[src/include/lcx_pkg.sv]
/*
 lcx_pkg: shared constants and event codes for the link control block.
 assumes a single 100 MHz system clock and synchronous reset.
*/
package lcx_pkg;
   localparam int CLK_HZ = 100_000_000;
   localparam int PERSIST_MS = 100;
   localparam int PERSIST_CYC = PERSIST_MS * (CLK_HZ / 1000);
   localparam int BC_CNT_W = 5;
   localparam int EI_W = 6;
   localparam int EI_LOS = 0;
   localparam int EI_RAI = 1;
   localparam int EI_AIS = 2;
   localparam int EI_INT = 3;
   localparam int EI_CRC = 4;
   localparam int EI_EBIT = 5;
   localparam logic SA7_IDLE = 1'h1;
   localparam logic SA7_IDENT = 1'h0;

   // peer function elements
   typedef enum logic [3:0] {
      FE_IDREQ, FE_IDACK, FE_IDREL, FE_IDREJ,
      FE_UB_LE, FE_UB_AN, FE_BI_LE, FE_BI_AN,
      FE_BR_DEF, FE_BR_NDEF
   } lcx_fe_t;

   // management data units, both directions
   typedef enum logic [4:0] {
      M_AI, M_DI, M_IDREQ, M_IDACK, M_IDREL, M_IDREJ, M_IDOK, M_EIG,
      M_LUBR, M_LBR, M_LBRN, M_LBI, M_PROT, M_PROT_OK, M_PROT_FAIL,
      M_REL_SW, M_REHOME
   } lcx_mg_t;
endpackage

[src/include/lcx_l1_if.sv]
/*
 lcx_l1_if: primitives between link control and the layer 1 link fsm.
 assumes both ends run on the same clock; every signal is a pulse.
*/
interface lcx_l1_if import lcx_pkg::*; ();
   logic mph_id;
   logic mph_idr;
   logic mph_nor;
   logic mph_ai;
   logic mph_di;
   logic mph_idi;
   logic mph_eig;
   logic [EI_W-1:0] mph_ei;

   modport lc (
      output mph_id, mph_idr, mph_nor,
      input mph_ai, mph_di, mph_idi, mph_eig, mph_ei
   );
   modport l1 (
      input mph_id, mph_idr, mph_nor,
      output mph_ai, mph_di, mph_idi, mph_eig, mph_ei
   );
endinterface

[src/rtl/lcx_bearer_cnt.sv]
/*
 lcx_bearer_cnt: count of assigned on-demand bearer channels of one link.
 assumes assign and release pulses come from call control on ref_clk.
*/
module lcx_bearer_cnt import lcx_pkg::*; #(
   parameter int W = BC_CNT_W
) (
   // clock and reset
   input wire logic ref_clk,
   input wire logic srst,
   // channel events
   input wire logic bc_assign,
   input wire logic bc_release,
   // count
   output logic [W-1:0] count,
   output logic zero
);
   logic [W-1:0] cnt_d;

   always_comb begin
      cnt_d = count;
      if (bc_assign && !bc_release && count != '1) begin
         cnt_d = count + W'(1);
      end else if (bc_release && !bc_assign && count != '0) begin
         cnt_d = count - W'(1);
      end
   end

   always_ff @(posedge ref_clk) begin
      if (srst) begin
         count <= '0;
         zero <= 1'h1;
      end else begin
         count <= cnt_d;
         zero <= (cnt_d == '0);
      end
   end
endmodule

[src/rtl/lcx_l1_fsm.sv]
/*
 lcx_l1_fsm: layer 1 link fsm with persistence timer and sa7 control.
 assumes framer events are one-cycle pulses on ref_clk.
*/
module lcx_l1_fsm import lcx_pkg::*; #(
   parameter int PERSIST = PERSIST_CYC
) (
   // clock and reset
   input wire logic ref_clk,
   input wire logic srst,
   // framer events
   input wire logic ev_norm1,
   input wire logic ev_norm0,
   input wire logic ev_los,
   input wire logic ev_rai,
   input wire logic ev_ais,
   input wire logic ev_int,
   input wire logic ev_int_gone,
   input wire logic crc_err,
   input wire logic ebit_err,
   // link control side
   lcx_l1_if.l1 l1,
   // line
   output logic tx_sa7
);
   typedef enum logic [2:0] {
      L_NORM, L_LOCF, L_REMF, L_INTF, L_IDS, L_IDR
   } lcx_l1_st_t;
   localparam int TW = $clog2(PERSIST + 1);

   lcx_l1_st_t st_q, st_d;
   logic [TW-1:0] tm_q, tm_d;
   logic run_q, run_d, ai_d, di_d, idi_d, eig_d, fail, quiet;
   logic [EI_W-1:0] ei_d;

   assign fail = st_q inside {L_LOCF, L_REMF, L_INTF};
   assign quiet = !(ev_norm1 || ev_norm0 || ev_los || ev_rai || ev_ais
                    || ev_int || ev_int_gone);

   always_comb begin
      st_d = st_q;
      run_d = run_q;
      tm_d = tm_q;
      ai_d = 1'h0;
      di_d = 1'h0;
      idi_d = 1'h0;
      eig_d = 1'h0;
      ei_d = '0;
      ei_d[EI_CRC] = crc_err;
      ei_d[EI_EBIT] = ebit_err;
      if (run_q) begin
         tm_d = tm_q - TW'(1);
         if (tm_q == '0) begin
            run_d = 1'h0;
            ai_d = st_q inside {L_NORM, L_IDR};
            di_d = st_q inside {L_LOCF, L_REMF};
         end
      end
      if (ev_int && st_q != L_INTF) begin
         di_d = 1'h1;
         ei_d[EI_INT] = 1'h1;
         st_d = L_INTF;
         run_d = 1'h0;
      end else if (st_q == L_INTF) begin
         ei_d[EI_LOS] = ev_los;
         ei_d[EI_AIS] = ev_ais;
         if (ev_int_gone) begin
            st_d = L_REMF;
         end
      end else if (ev_los || ev_ais) begin
         ei_d[EI_LOS] = ev_los;
         ei_d[EI_AIS] = ev_ais;
         st_d = L_LOCF;
         if (st_q != L_LOCF && st_q != L_REMF) begin
            run_d = 1'h1;
            tm_d = TW'(PERSIST - 1);
         end
      end else if (ev_rai && st_q != L_REMF) begin
         ei_d[EI_RAI] = 1'h1;
         st_d = L_REMF;
         run_d = 1'h1;
         tm_d = TW'(PERSIST - 1);
      end else if (ev_norm1 && st_q inside {L_LOCF, L_REMF, L_IDR}) begin
         st_d = L_NORM;
         run_d = (st_q != L_IDR);
         tm_d = TW'(PERSIST - 1);
      end else if (ev_norm0 && st_q inside {L_NORM, L_LOCF, L_REMF}) begin
         st_d = L_IDR;
         run_d = (st_q != L_NORM);
         tm_d = TW'(PERSIST - 1);
      end
      if (st_d == st_q) begin
         if (fail && (l1.mph_id || l1.mph_nor || l1.mph_idr)) begin
            di_d = 1'h1;
         end else if (l1.mph_id && st_q inside {L_NORM, L_IDR}) begin
            st_d = L_IDS;
         end else if (l1.mph_nor && st_q == L_IDS) begin
            st_d = L_NORM;
         end else if (l1.mph_idr && st_q == L_IDR) begin
            idi_d = 1'h1;
         end else if (l1.mph_idr && st_q == L_NORM) begin
            eig_d = 1'h1;
         end
      end
   end

   always_ff @(posedge ref_clk) begin
      if (srst) begin
         st_q <= L_LOCF;
         run_q <= 1'h0;
         tm_q <= '0;
         tx_sa7 <= SA7_IDLE;
         l1.mph_ai <= 1'h0;
         l1.mph_di <= 1'h0;
         l1.mph_idi <= 1'h0;
         l1.mph_eig <= 1'h0;
         l1.mph_ei <= '0;
      end else begin
         st_q <= st_d;
         run_q <= run_d;
         tm_q <= tm_d;
         tx_sa7 <= (st_d == L_IDS) ? SA7_IDENT : SA7_IDLE;
         l1.mph_ai <= ai_d;
         l1.mph_di <= di_d;
         l1.mph_idi <= idi_d;
         l1.mph_eig <= eig_d;
         l1.mph_ei <= ei_d;
      end
   end
endmodule

[src/rtl/lcx_link_ctrl.sv]
/*
 lcx_link_ctrl: link control for one 2048 kbit/s link, either end.
 assumes peer, management and framer events are one-cycle pulses on ref_clk.
*/
module lcx_link_ctrl import lcx_pkg::*; #(
   parameter bit IS_LE = 1'h1,
   parameter int PERSIST = PERSIST_CYC,
   parameter int BC_W = BC_CNT_W
) (
   // clock and reset
   input wire logic ref_clk,
   input wire logic srst,
   // configuration
   input wire logic prim_sec,
   // peer function elements
   input wire logic fe_rx_vld,
   input wire lcx_fe_t fe_rx_code,
   output logic fe_rx_rdy,
   output logic fe_tx_vld,
   output lcx_fe_t fe_tx_code,
   // system management
   input wire logic mg_rx_vld,
   input wire lcx_mg_t mg_rx_code,
   output logic mg_rx_rdy,
   output logic mg_tx_vld,
   output lcx_mg_t mg_tx_code,
   output logic mdu_lubi,
   output logic mdu_lbi,
   output logic [EI_W-1:0] mdu_ei,
   // bearer channels
   input wire logic bc_assign,
   input wire logic bc_release,
   output logic bearer_dis,
   output logic [BC_W-1:0] bc_count,
   // framer
   input wire logic ev_norm1,
   input wire logic ev_norm0,
   input wire logic ev_los,
   input wire logic ev_rai,
   input wire logic ev_ais,
   input wire logic ev_int,
   input wire logic ev_int_gone,
   input wire logic crc_err,
   input wire logic ebit_err,
   output logic tx_sa7,
   // link status
   output logic link_oper,
   output logic test_ok,
   output logic intf_nonop
);
   typedef enum logic [3:0] {
      S_FAIL, S_FAIL_BLK, S_BLK, S_LOC_UB, S_REM_UB, S_OPER, S_REM_WAIT,
      S_REM_ID, S_LOC_ID, S_BREQ, S_DEF_WAIT, S_PROT_REQ, S_PROT, S_REHOME
   } lcx_lc_st_t;

   localparam lcx_fe_t MY_UB = IS_LE ? FE_UB_LE : FE_UB_AN;
   localparam lcx_fe_t PEER_UB = IS_LE ? FE_UB_AN : FE_UB_LE;
   localparam lcx_fe_t MY_BI = IS_LE ? FE_BI_LE : FE_BI_AN;
   localparam lcx_fe_t PEER_BI = IS_LE ? FE_BI_AN : FE_BI_LE;

   function automatic logic nonop_f(input lcx_lc_st_t s);
      return s inside {S_FAIL, S_FAIL_BLK, S_BLK, S_LOC_UB, S_REM_UB};
   endfunction

   lcx_l1_if l1 ();
   lcx_lc_st_t st_q, st_d;
   lcx_fe_t fe_c_d;
   lcx_mg_t mg_c_d;
   logic fe_v_d, mg_v_d, lubi_d, lbi_d, id_d, idr_d, nor_d, ai_q, ai_d;
   logic l1ev, bc_zero, quiet;

   lcx_l1_fsm #(.PERSIST(PERSIST)) u_l1 (
      .ref_clk(ref_clk),
      .srst(srst),
      .ev_norm1(ev_norm1),
      .ev_norm0(ev_norm0),
      .ev_los(ev_los),
      .ev_rai(ev_rai),
      .ev_ais(ev_ais),
      .ev_int(ev_int),
      .ev_int_gone(ev_int_gone),
      .crc_err(crc_err),
      .ebit_err(ebit_err),
      .l1(l1.l1),
      .tx_sa7(tx_sa7)
   );

   lcx_bearer_cnt #(.W(BC_W)) u_bc (
      .ref_clk(ref_clk),
      .srst(srst),
      .bc_assign(bc_assign),
      .bc_release(bc_release),
      .count(bc_count),
      .zero(bc_zero)
   );

   // one event per cycle: layer 1 first, then peer, then management
   assign l1ev = l1.mph_di || l1.mph_ai || l1.mph_idi || l1.mph_eig;
   assign fe_rx_rdy = !l1ev;
   assign mg_rx_rdy = !l1ev && !fe_rx_vld;
   assign quiet = !l1ev && !fe_rx_vld && !mg_rx_vld;

   always_comb begin
      st_d = st_q;
      fe_v_d = 1'h0;
      fe_c_d = fe_tx_code;
      mg_v_d = 1'h0;
      mg_c_d = mg_tx_code;
      lubi_d = 1'h0;
      lbi_d = 1'h0;
      id_d = 1'h0;
      idr_d = 1'h0;
      nor_d = 1'h0;
      ai_d = ai_q;
      if (l1.mph_di) begin
         ai_d = 1'h0;
         mg_v_d = 1'h1;
         mg_c_d = M_DI;
         if (nonop_f(st_q)) begin
            st_d = (st_q == S_FAIL) ? S_FAIL : S_FAIL_BLK;
         end else begin
            lbi_d = 1'h1;
            st_d = S_FAIL;
            if (!IS_LE && l1.mph_ei[EI_INT]) begin
               st_d = S_FAIL_BLK;
               fe_v_d = 1'h1;
               fe_c_d = FE_BI_AN;
               mg_c_d = M_PROT;
            end
         end
      end else if (l1.mph_ai) begin
         ai_d = 1'h1;
         mg_v_d = 1'h1;
         mg_c_d = M_AI;
         if (st_q == S_FAIL) begin
            st_d = S_OPER;
            lubi_d = 1'h1;
         end else if (st_q == S_FAIL_BLK) begin
            st_d = S_BLK;
            lbi_d = 1'h1;
         end
      end else if (l1.mph_idi || l1.mph_eig) begin
         if (st_q == S_LOC_ID) begin
            mg_v_d = 1'h1;
            mg_c_d = l1.mph_idi ? M_IDOK : M_EIG;
            fe_v_d = 1'h1;
            fe_c_d = FE_IDREL;
            st_d = S_OPER;
         end
      end else if (fe_rx_vld) begin
         case (fe_rx_code)
            FE_IDREQ: begin
               if (st_q == S_OPER || (st_q == S_LOC_ID && !IS_LE)) begin
                  mg_v_d = 1'h1;
                  mg_c_d = M_IDREQ;
                  st_d = S_REM_WAIT;
               end else begin
                  fe_v_d = 1'h1;
                  fe_c_d = FE_IDREJ;
               end
            end
            FE_IDACK: begin
               idr_d = (st_q == S_LOC_ID);
            end
            FE_IDREL: begin
               if (st_q == S_REM_ID) begin
                  nor_d = 1'h1;
                  mg_v_d = 1'h1;
                  mg_c_d = M_IDREL;
                  st_d = S_OPER;
               end
            end
            FE_IDREJ: begin
               if (st_q == S_LOC_ID) begin
                  mg_v_d = 1'h1;
                  mg_c_d = M_IDREJ;
                  st_d = S_OPER;
               end
            end
            default: begin
               if (fe_rx_code == PEER_UB && st_q == S_BLK) begin
                  st_d = S_REM_UB;
                  mg_v_d = 1'h1;
                  mg_c_d = M_LUBR;
               end else if (fe_rx_code == PEER_UB && st_q == S_LOC_UB) begin
                  st_d = S_OPER;
                  lubi_d = 1'h1;
               end else if (fe_rx_code == PEER_UB && st_q == S_BREQ) begin
                  st_d = S_OPER;
                  mg_v_d = 1'h1;
                  mg_c_d = M_LUBR;
               end else if (fe_rx_code == PEER_BI) begin
                  if (!nonop_f(st_q)) begin
                     lbi_d = 1'h1;
                     mg_v_d = 1'h1;
                     mg_c_d = M_LBI;
                  end
                  st_d = (st_q inside {S_FAIL, S_FAIL_BLK}) ? S_FAIL_BLK
                                                          : S_BLK;
               end else if (IS_LE && st_q == S_OPER
                            && fe_rx_code == FE_BR_DEF) begin
                  mg_v_d = 1'h1;
                  mg_c_d = M_LBR;
                  st_d = S_DEF_WAIT;
               end else if (IS_LE && st_q == S_OPER
                            && fe_rx_code == FE_BR_NDEF) begin
                  mg_v_d = 1'h1;
                  mg_c_d = M_LBRN;
                  st_d = S_PROT_REQ;
               end
            end
         endcase
      end else if (mg_rx_vld) begin
         case (mg_rx_code)
            M_IDREQ: begin
               if (st_q == S_OPER && ai_q) begin
                  fe_v_d = 1'h1;
                  fe_c_d = FE_IDREQ;
                  st_d = S_LOC_ID;
               end else begin
                  mg_v_d = 1'h1;
                  mg_c_d = M_IDREJ;
               end
            end
            M_IDACK: begin
               if (st_q == S_REM_WAIT) begin
                  id_d = 1'h1;
                  fe_v_d = 1'h1;
                  fe_c_d = FE_IDACK;
                  st_d = S_REM_ID;
               end
            end
            M_IDREJ: begin
               if (st_q == S_REM_WAIT) begin
                  fe_v_d = 1'h1;
                  fe_c_d = FE_IDREJ;
                  st_d = S_OPER;
               end
            end
            M_LUBR: begin
               if (st_q inside {S_BLK, S_REM_UB}) begin
                  fe_v_d = 1'h1;
                  fe_c_d = MY_UB;
                  st_d = (st_q == S_BLK) ? S_LOC_UB : S_OPER;
                  lubi_d = (st_q == S_REM_UB);
               end else if (st_q == S_FAIL) begin
                  st_d = S_FAIL_BLK;
               end
            end
            M_LBR, M_LBRN: begin
               if (!IS_LE && st_q == S_OPER) begin
                  fe_v_d = 1'h1;
                  fe_c_d = (mg_rx_code == M_LBR) ? FE_BR_DEF : FE_BR_NDEF;
                  st_d = S_BREQ;
               end else if (st_q == S_FAIL) begin
                  st_d = S_FAIL_BLK;
               end
            end
            M_LBI: begin
               if (!nonop_f(st_q) || st_q == S_FAIL) begin
                  fe_v_d = 1'h1;
                  fe_c_d = MY_BI;
                  lbi_d = !nonop_f(st_q);
                  st_d = (st_q == S_FAIL) ? S_FAIL_BLK : S_BLK;
               end
            end
            M_PROT_OK: begin
               if (st_q == S_PROT) begin
                  mg_v_d = 1'h1;
                  mg_c_d = M_REL_SW;
                  st_d = S_REHOME;
               end
            end
            M_PROT_FAIL: begin
               if (st_q == S_PROT) begin
                  fe_v_d = 1'h1;
                  fe_c_d = FE_UB_LE;
                  st_d = S_OPER;
               end
            end
            default: begin
            end
         endcase
      end else begin
         case (st_q)
            S_DEF_WAIT: begin
               if (bc_zero) begin
                  st_d = S_PROT_REQ;
               end
            end
            S_PROT_REQ: begin
               mg_v_d = 1'h1;
               mg_c_d = M_PROT;
               st_d = S_PROT;
            end
            S_REHOME: begin
               mg_v_d = 1'h1;
               mg_c_d = M_REHOME;
               fe_v_d = 1'h1;
               fe_c_d = FE_BI_LE;
               lbi_d = 1'h1;
               st_d = S_BLK;
            end
            default: begin
            end
         endcase
      end
   end

   always_ff @(posedge ref_clk) begin
      if (srst) begin
         st_q <= S_FAIL;
         ai_q <= 1'h0;
         fe_tx_vld <= 1'h0;
         fe_tx_code <= FE_IDREQ;
         mg_tx_vld <= 1'h0;
         mg_tx_code <= M_AI;
         mdu_lubi <= 1'h0;
         mdu_lbi <= 1'h0;
         mdu_ei <= '0;
         l1.mph_id <= 1'h0;
         l1.mph_idr <= 1'h0;
         l1.mph_nor <= 1'h0;
         bearer_dis <= 1'h1;
         link_oper <= 1'h0;
         test_ok <= 1'h1;
         intf_nonop <= 1'h0;
      end else begin
         st_q <= st_d;
         ai_q <= ai_d;
         fe_tx_vld <= fe_v_d;
         fe_tx_code <= fe_c_d;
         mg_tx_vld <= mg_v_d;
         mg_tx_code <= mg_c_d;
         mdu_lubi <= lubi_d;
         mdu_lbi <= lbi_d;
         mdu_ei <= l1.mph_ei;
         l1.mph_id <= id_d;
         l1.mph_idr <= idr_d;
         l1.mph_nor <= nor_d;
         bearer_dis <= !(st_d inside {S_OPER, S_REM_WAIT, S_REM_ID,
                                      S_LOC_ID, S_BREQ});
         link_oper <= !nonop_f(st_d);
         test_ok <= nonop_f(st_d);
         intf_nonop <= prim_sec && nonop_f(st_d);
      end
   end
endmodule

[config.mk]
export PLATFORM = sky130hd
export DESIGN_NAME = lcx_link_ctrl
export DESIGN_NICKNAME = d
export VERILOG_FILES = /design/src/include/lcx_pkg.sv /design/src/include/lcx_l1_if.sv /design/src/rtl/lcx_bearer_cnt.sv /design/src/rtl/lcx_l1_fsm.sv /design/src/rtl/lcx_link_ctrl.sv
export SDC_FILE = /design/constraint.sdc
export NUM_CORES = 1
export LEC_CHECK = 0
export ABC_CLOCK_PERIOD_IN_PS = 6100
export BUFFER_PORTS_ARGS = -buffer_cell sky130_fd_sc_hd__buf_2
export CAP_MARGIN = 20
export CORE_MARGIN = 4
export CORE_UTILIZATION = 44
export DETAILED_ROUTE_END_ITERATION = 7
export REMOVE_ABC_BUFFERS = 1
export SYNTH_ARGS = -nofsm -noshare
export SYNTH_HDL_FRONTEND = slang
export SYNTH_SLANG_ARGS = --single-unit
export TNS_END_PERCENT = 20
[constraint.sdc]
create_clock -name ref_clk -period 6.1 [get_ports ref_clk]
set_input_delay 0.915 -clock ref_clk [delete_from_list [all_inputs] [get_ports ref_clk]]
set_output_delay 0.915 -clock ref_clk [all_outputs]
set_load 0.05 [all_outputs]
==> results.toml <==
[outcome]
result_of_the_run = "complete, no violations"

[floorplan]
core_area_um2 = 10500
die_w_um = 113
start_util_pct = 45.9
fp.dieH_um = 113
dieArea_um2 = 12700
io-pin-count = 56
floorplan.rows = 37

[clock_tree]
tritoncts_clock_tree = "built"
numCtsBuffers = 9
cts_setup_buffers = 0
cts_max_level = 3
gates_resized_cts_repair = 0
cts.root.buffer_cell = "clkbuf_8"
clk_transition_reported_paths_ns = 0.09
worst_skew_pair.late_latency_ns = 0.35
ctsLongestPathBuffers = 2
clock_tree_sinks = 75
post_cts_hold_buffer_count = 0

[worst_setup_path]
start_kind = "flop"
worstPathRequired_ns = 6.37
cpPeakStageDelay_ns = 1.04
crit_path_top_delay_cell = "dfxtp_1"
worstPathCellList = "nor3_1 > xnor2_1 > o32ai_1 > nor4bb_1 > a31oi_4 > nor2b_4 > a2bb2oi_1"
cp.arrival_ns = 3.29
crit_path_max_fanout = 29
critical_path.endpoint_type = "flop"
worst-setup-path-type = "reg -> reg"

[pwr]
power_uw = 1270
power-per-cell-area_nw_per_um2 = 242
power.leakage_uw = 0.00196
worst_ir_drop_vdd_v = 0.000114

[logic_synthesis]
post_synth_inst_count = 601
yosys.area_share.adder_pct = 1.25
synthArstFlopShare_pct = 0
synth_compound_gate_area_share_pct = 22.4
synth_sequential_area_ratio_pct = 31.2
yosysTopAreaCell = "dfxtp_1"
synth_simple_gate_area_share_pct = 31.9
syn_area_um2 = 4820
yosys_most_used_dff = "dfxtp_1"
post_synthesis_mux_area_share_pct = 1.69
postSynthRegisterBits = 75
synth_enable_flop_cells = 0
synth_top_family_by_area = "simple AND/OR/NAND/NOR gates"
post_synth_main_area_contributors = "dfxtp_1 (31%), nor2_1 (4.9%), a21oi_1 (3.8%), xnor2_1 (3.6%), nand2_1 (3.3%)"
synth_largest_type_area_fraction_pct = 31.2
synth-xor-area-share_pct = 5.45
syn-mean-instance-area_um2 = 8.02
yosys_warns = 0
yosys.cell_types.count = 88

[final_layout]
layout_cells_sized_above_1_pct = 15.8
area_growth_pct = 9.16
antenna_cells = 0
num-nets-final = 655
leading_cell_type_in_the_layout_fill_and_taps_excluded = "dfxtp_1"
layout_common_cells = "dfxtp_1 (75), nor2_1 (63), buf_2 (54), nand2_1 (42), a21oi_1 (37)"

[global_route]
grt_max_degree = 49
grt_pass1_vias = 4376
grt_use_total_pct = 20.7
grt_pass1_wl_um = 22000
antenna_found_initial = 0
gr-total-overflow = 0

[route]
ant_nets = 0
postRouteWirelength_um = 13100
dr.max_layer_used = "met4"
dr_wl_met3_um = 940
drt-pass1-iter-count = 5
route.met2.wl_um = 5880
drt_iter0_markers = 398
dr_total_vias = 4639
drc_errors = 0
detail_route.wl_per_cell_um = 17.1
detail_route.vias_per_cell = 6.05
drt-met1-wl_um = 6150

[sta]
grt_setup_unrepaired = "false"
period_share_pct = 49.5
slew_headroom_pct = 27.4
min_period_ns = 3.02
finalHoldViolCount = 0
max_clock_freq_mhz = 331
setup_viol = 0
setup_total_negative_slack_ns = 0
tightestPinTransition_ns = 1.09
maxSlewViolCount = 0
fin_worst_skew_ns = 0.0109

[min_path]
min-delay-path-class = "reg -> reg"

[run]
drv.max_cap_violation_count = 0

[placement]
place.detailed.hpwl_um = 9260
buffer_ports.inserted = 54
place_congestion = 0.984
-- worst max-delay path, delay by kind of cell, from the launching register on --
| kind | cells | cell delay (ns) |
|---|---|---|
| AND/OR/NAND/NOR | 3 | 1.08 |
| flip-flops | 1 | 1.04 |
| AO/OA/AOI/OAI | 3 | 0.50 |
| XOR/XNOR | 1 | 0.29 |
-- metrics by stage --
| step | instance area, um2 | hold slack (ns) | std cells | setup slack, ns | util [%] |
|---|---|---|---|---|---|
| after floorplan | 4600 | 0.414 | 558 | 2.72 | - |
| after global placement | 5070 | 0.416 | 751 | 3.05 | 48.2 |
| after detailed placement | 5070 | 0.421 | 751 | 3.04 | 48.2 |
| after CTS | 5260 | 0.434 | 767 | 3.17 | 50.1 |
| after global routing | 5260 | 0.465 | 767 | 2.79 | 50.1 |
| final | 5260 | 0.433 | 767 | 3.08 | 50.1 |
-- routing by layer --
layer / global-route usage (%) / vias up
met4: 4.25 / 0
li1: - / 2270
met2: 31.8 / 174
met5: 0 / -
met1: 29.9 / 2175
met3: 4.47 / 20
-- synthesized netlist by cell type, types with 8 or more instances --
cell      instances
nor3_1           20
or3_1             8
o21ai_0          17
nand2_1          42
nand4_1          10
xnor2_1          20
clkbuf_1         25
inv_1            16
nand2b_1         15
nand3_1          14
nor4_1           15
xor2_1           10
a21oi_1          37
a31oi_1          12
nor2b_1          18
nor2_1           63
dfxtp_1          75
-- sequential cells by signal, indices dropped and copies added (netlist names), 3 cells and up --
register / count
fe_tx_code: 3
mdu_ei: 6
mg_tx_code: 5
st_q: 4
u_bc.count: 5
u_l1.l1.mph_ei: 6
u_l1.st_q: 3
u_l1.tm_q: 24
-- where the power goes --
group	internal [uW]	leakage [uW]	switching, uW
clock network	158	0.0000951	218
registers	523	0.000614	37.8
logic	118	0.00125	218
total	800	0.00196	474
-- cell type report --
type,count,area (um2)
Fill cell,1031,5250
Clock buffer,9,124
Clock inverter,7,70.1
Sequential cell,75,1500
Tap cell,136,170
Multi-Input combinational cell,463,3030
Timing Repair Buffer,57,293
Inverter,20,75.1
-- cells by family (layout without fill, tap and decap cells) --
group,after synthesis,in the layout
compound gates,150,150
xor+xnor,30,30
fa+ha+maj,5,5
buf+inv,63,93
flops,75,75
mux,8,8
other cells,1,1
simple gates,269,269
-- final timing paths --
| check | start | end | slack [ns] | cells after the start |
|---|---|---|---|---|
| min reg2reg | u_l1.l1.mph_ei[3]$_SDFF_PP0_ | mdu_ei[3]$_SDFF_PP0_ | 0.43 | 1 |
| min | u_l1.l1.mph_ei[3]$_SDFF_PP0_ | mdu_ei[3]$_SDFF_PP0_ | 0.43 | 1 |
| max reg2reg | st_q[1]$_SDFF_PP0_ | test_ok$_SDFF_PP1_ | 3.08 | 7 |
| max | st_q[1]$_SDFF_PP0_ | test_ok$_SDFF_PP1_ | 3.08 | 7 |
Power figures use the tool's default switching activity.
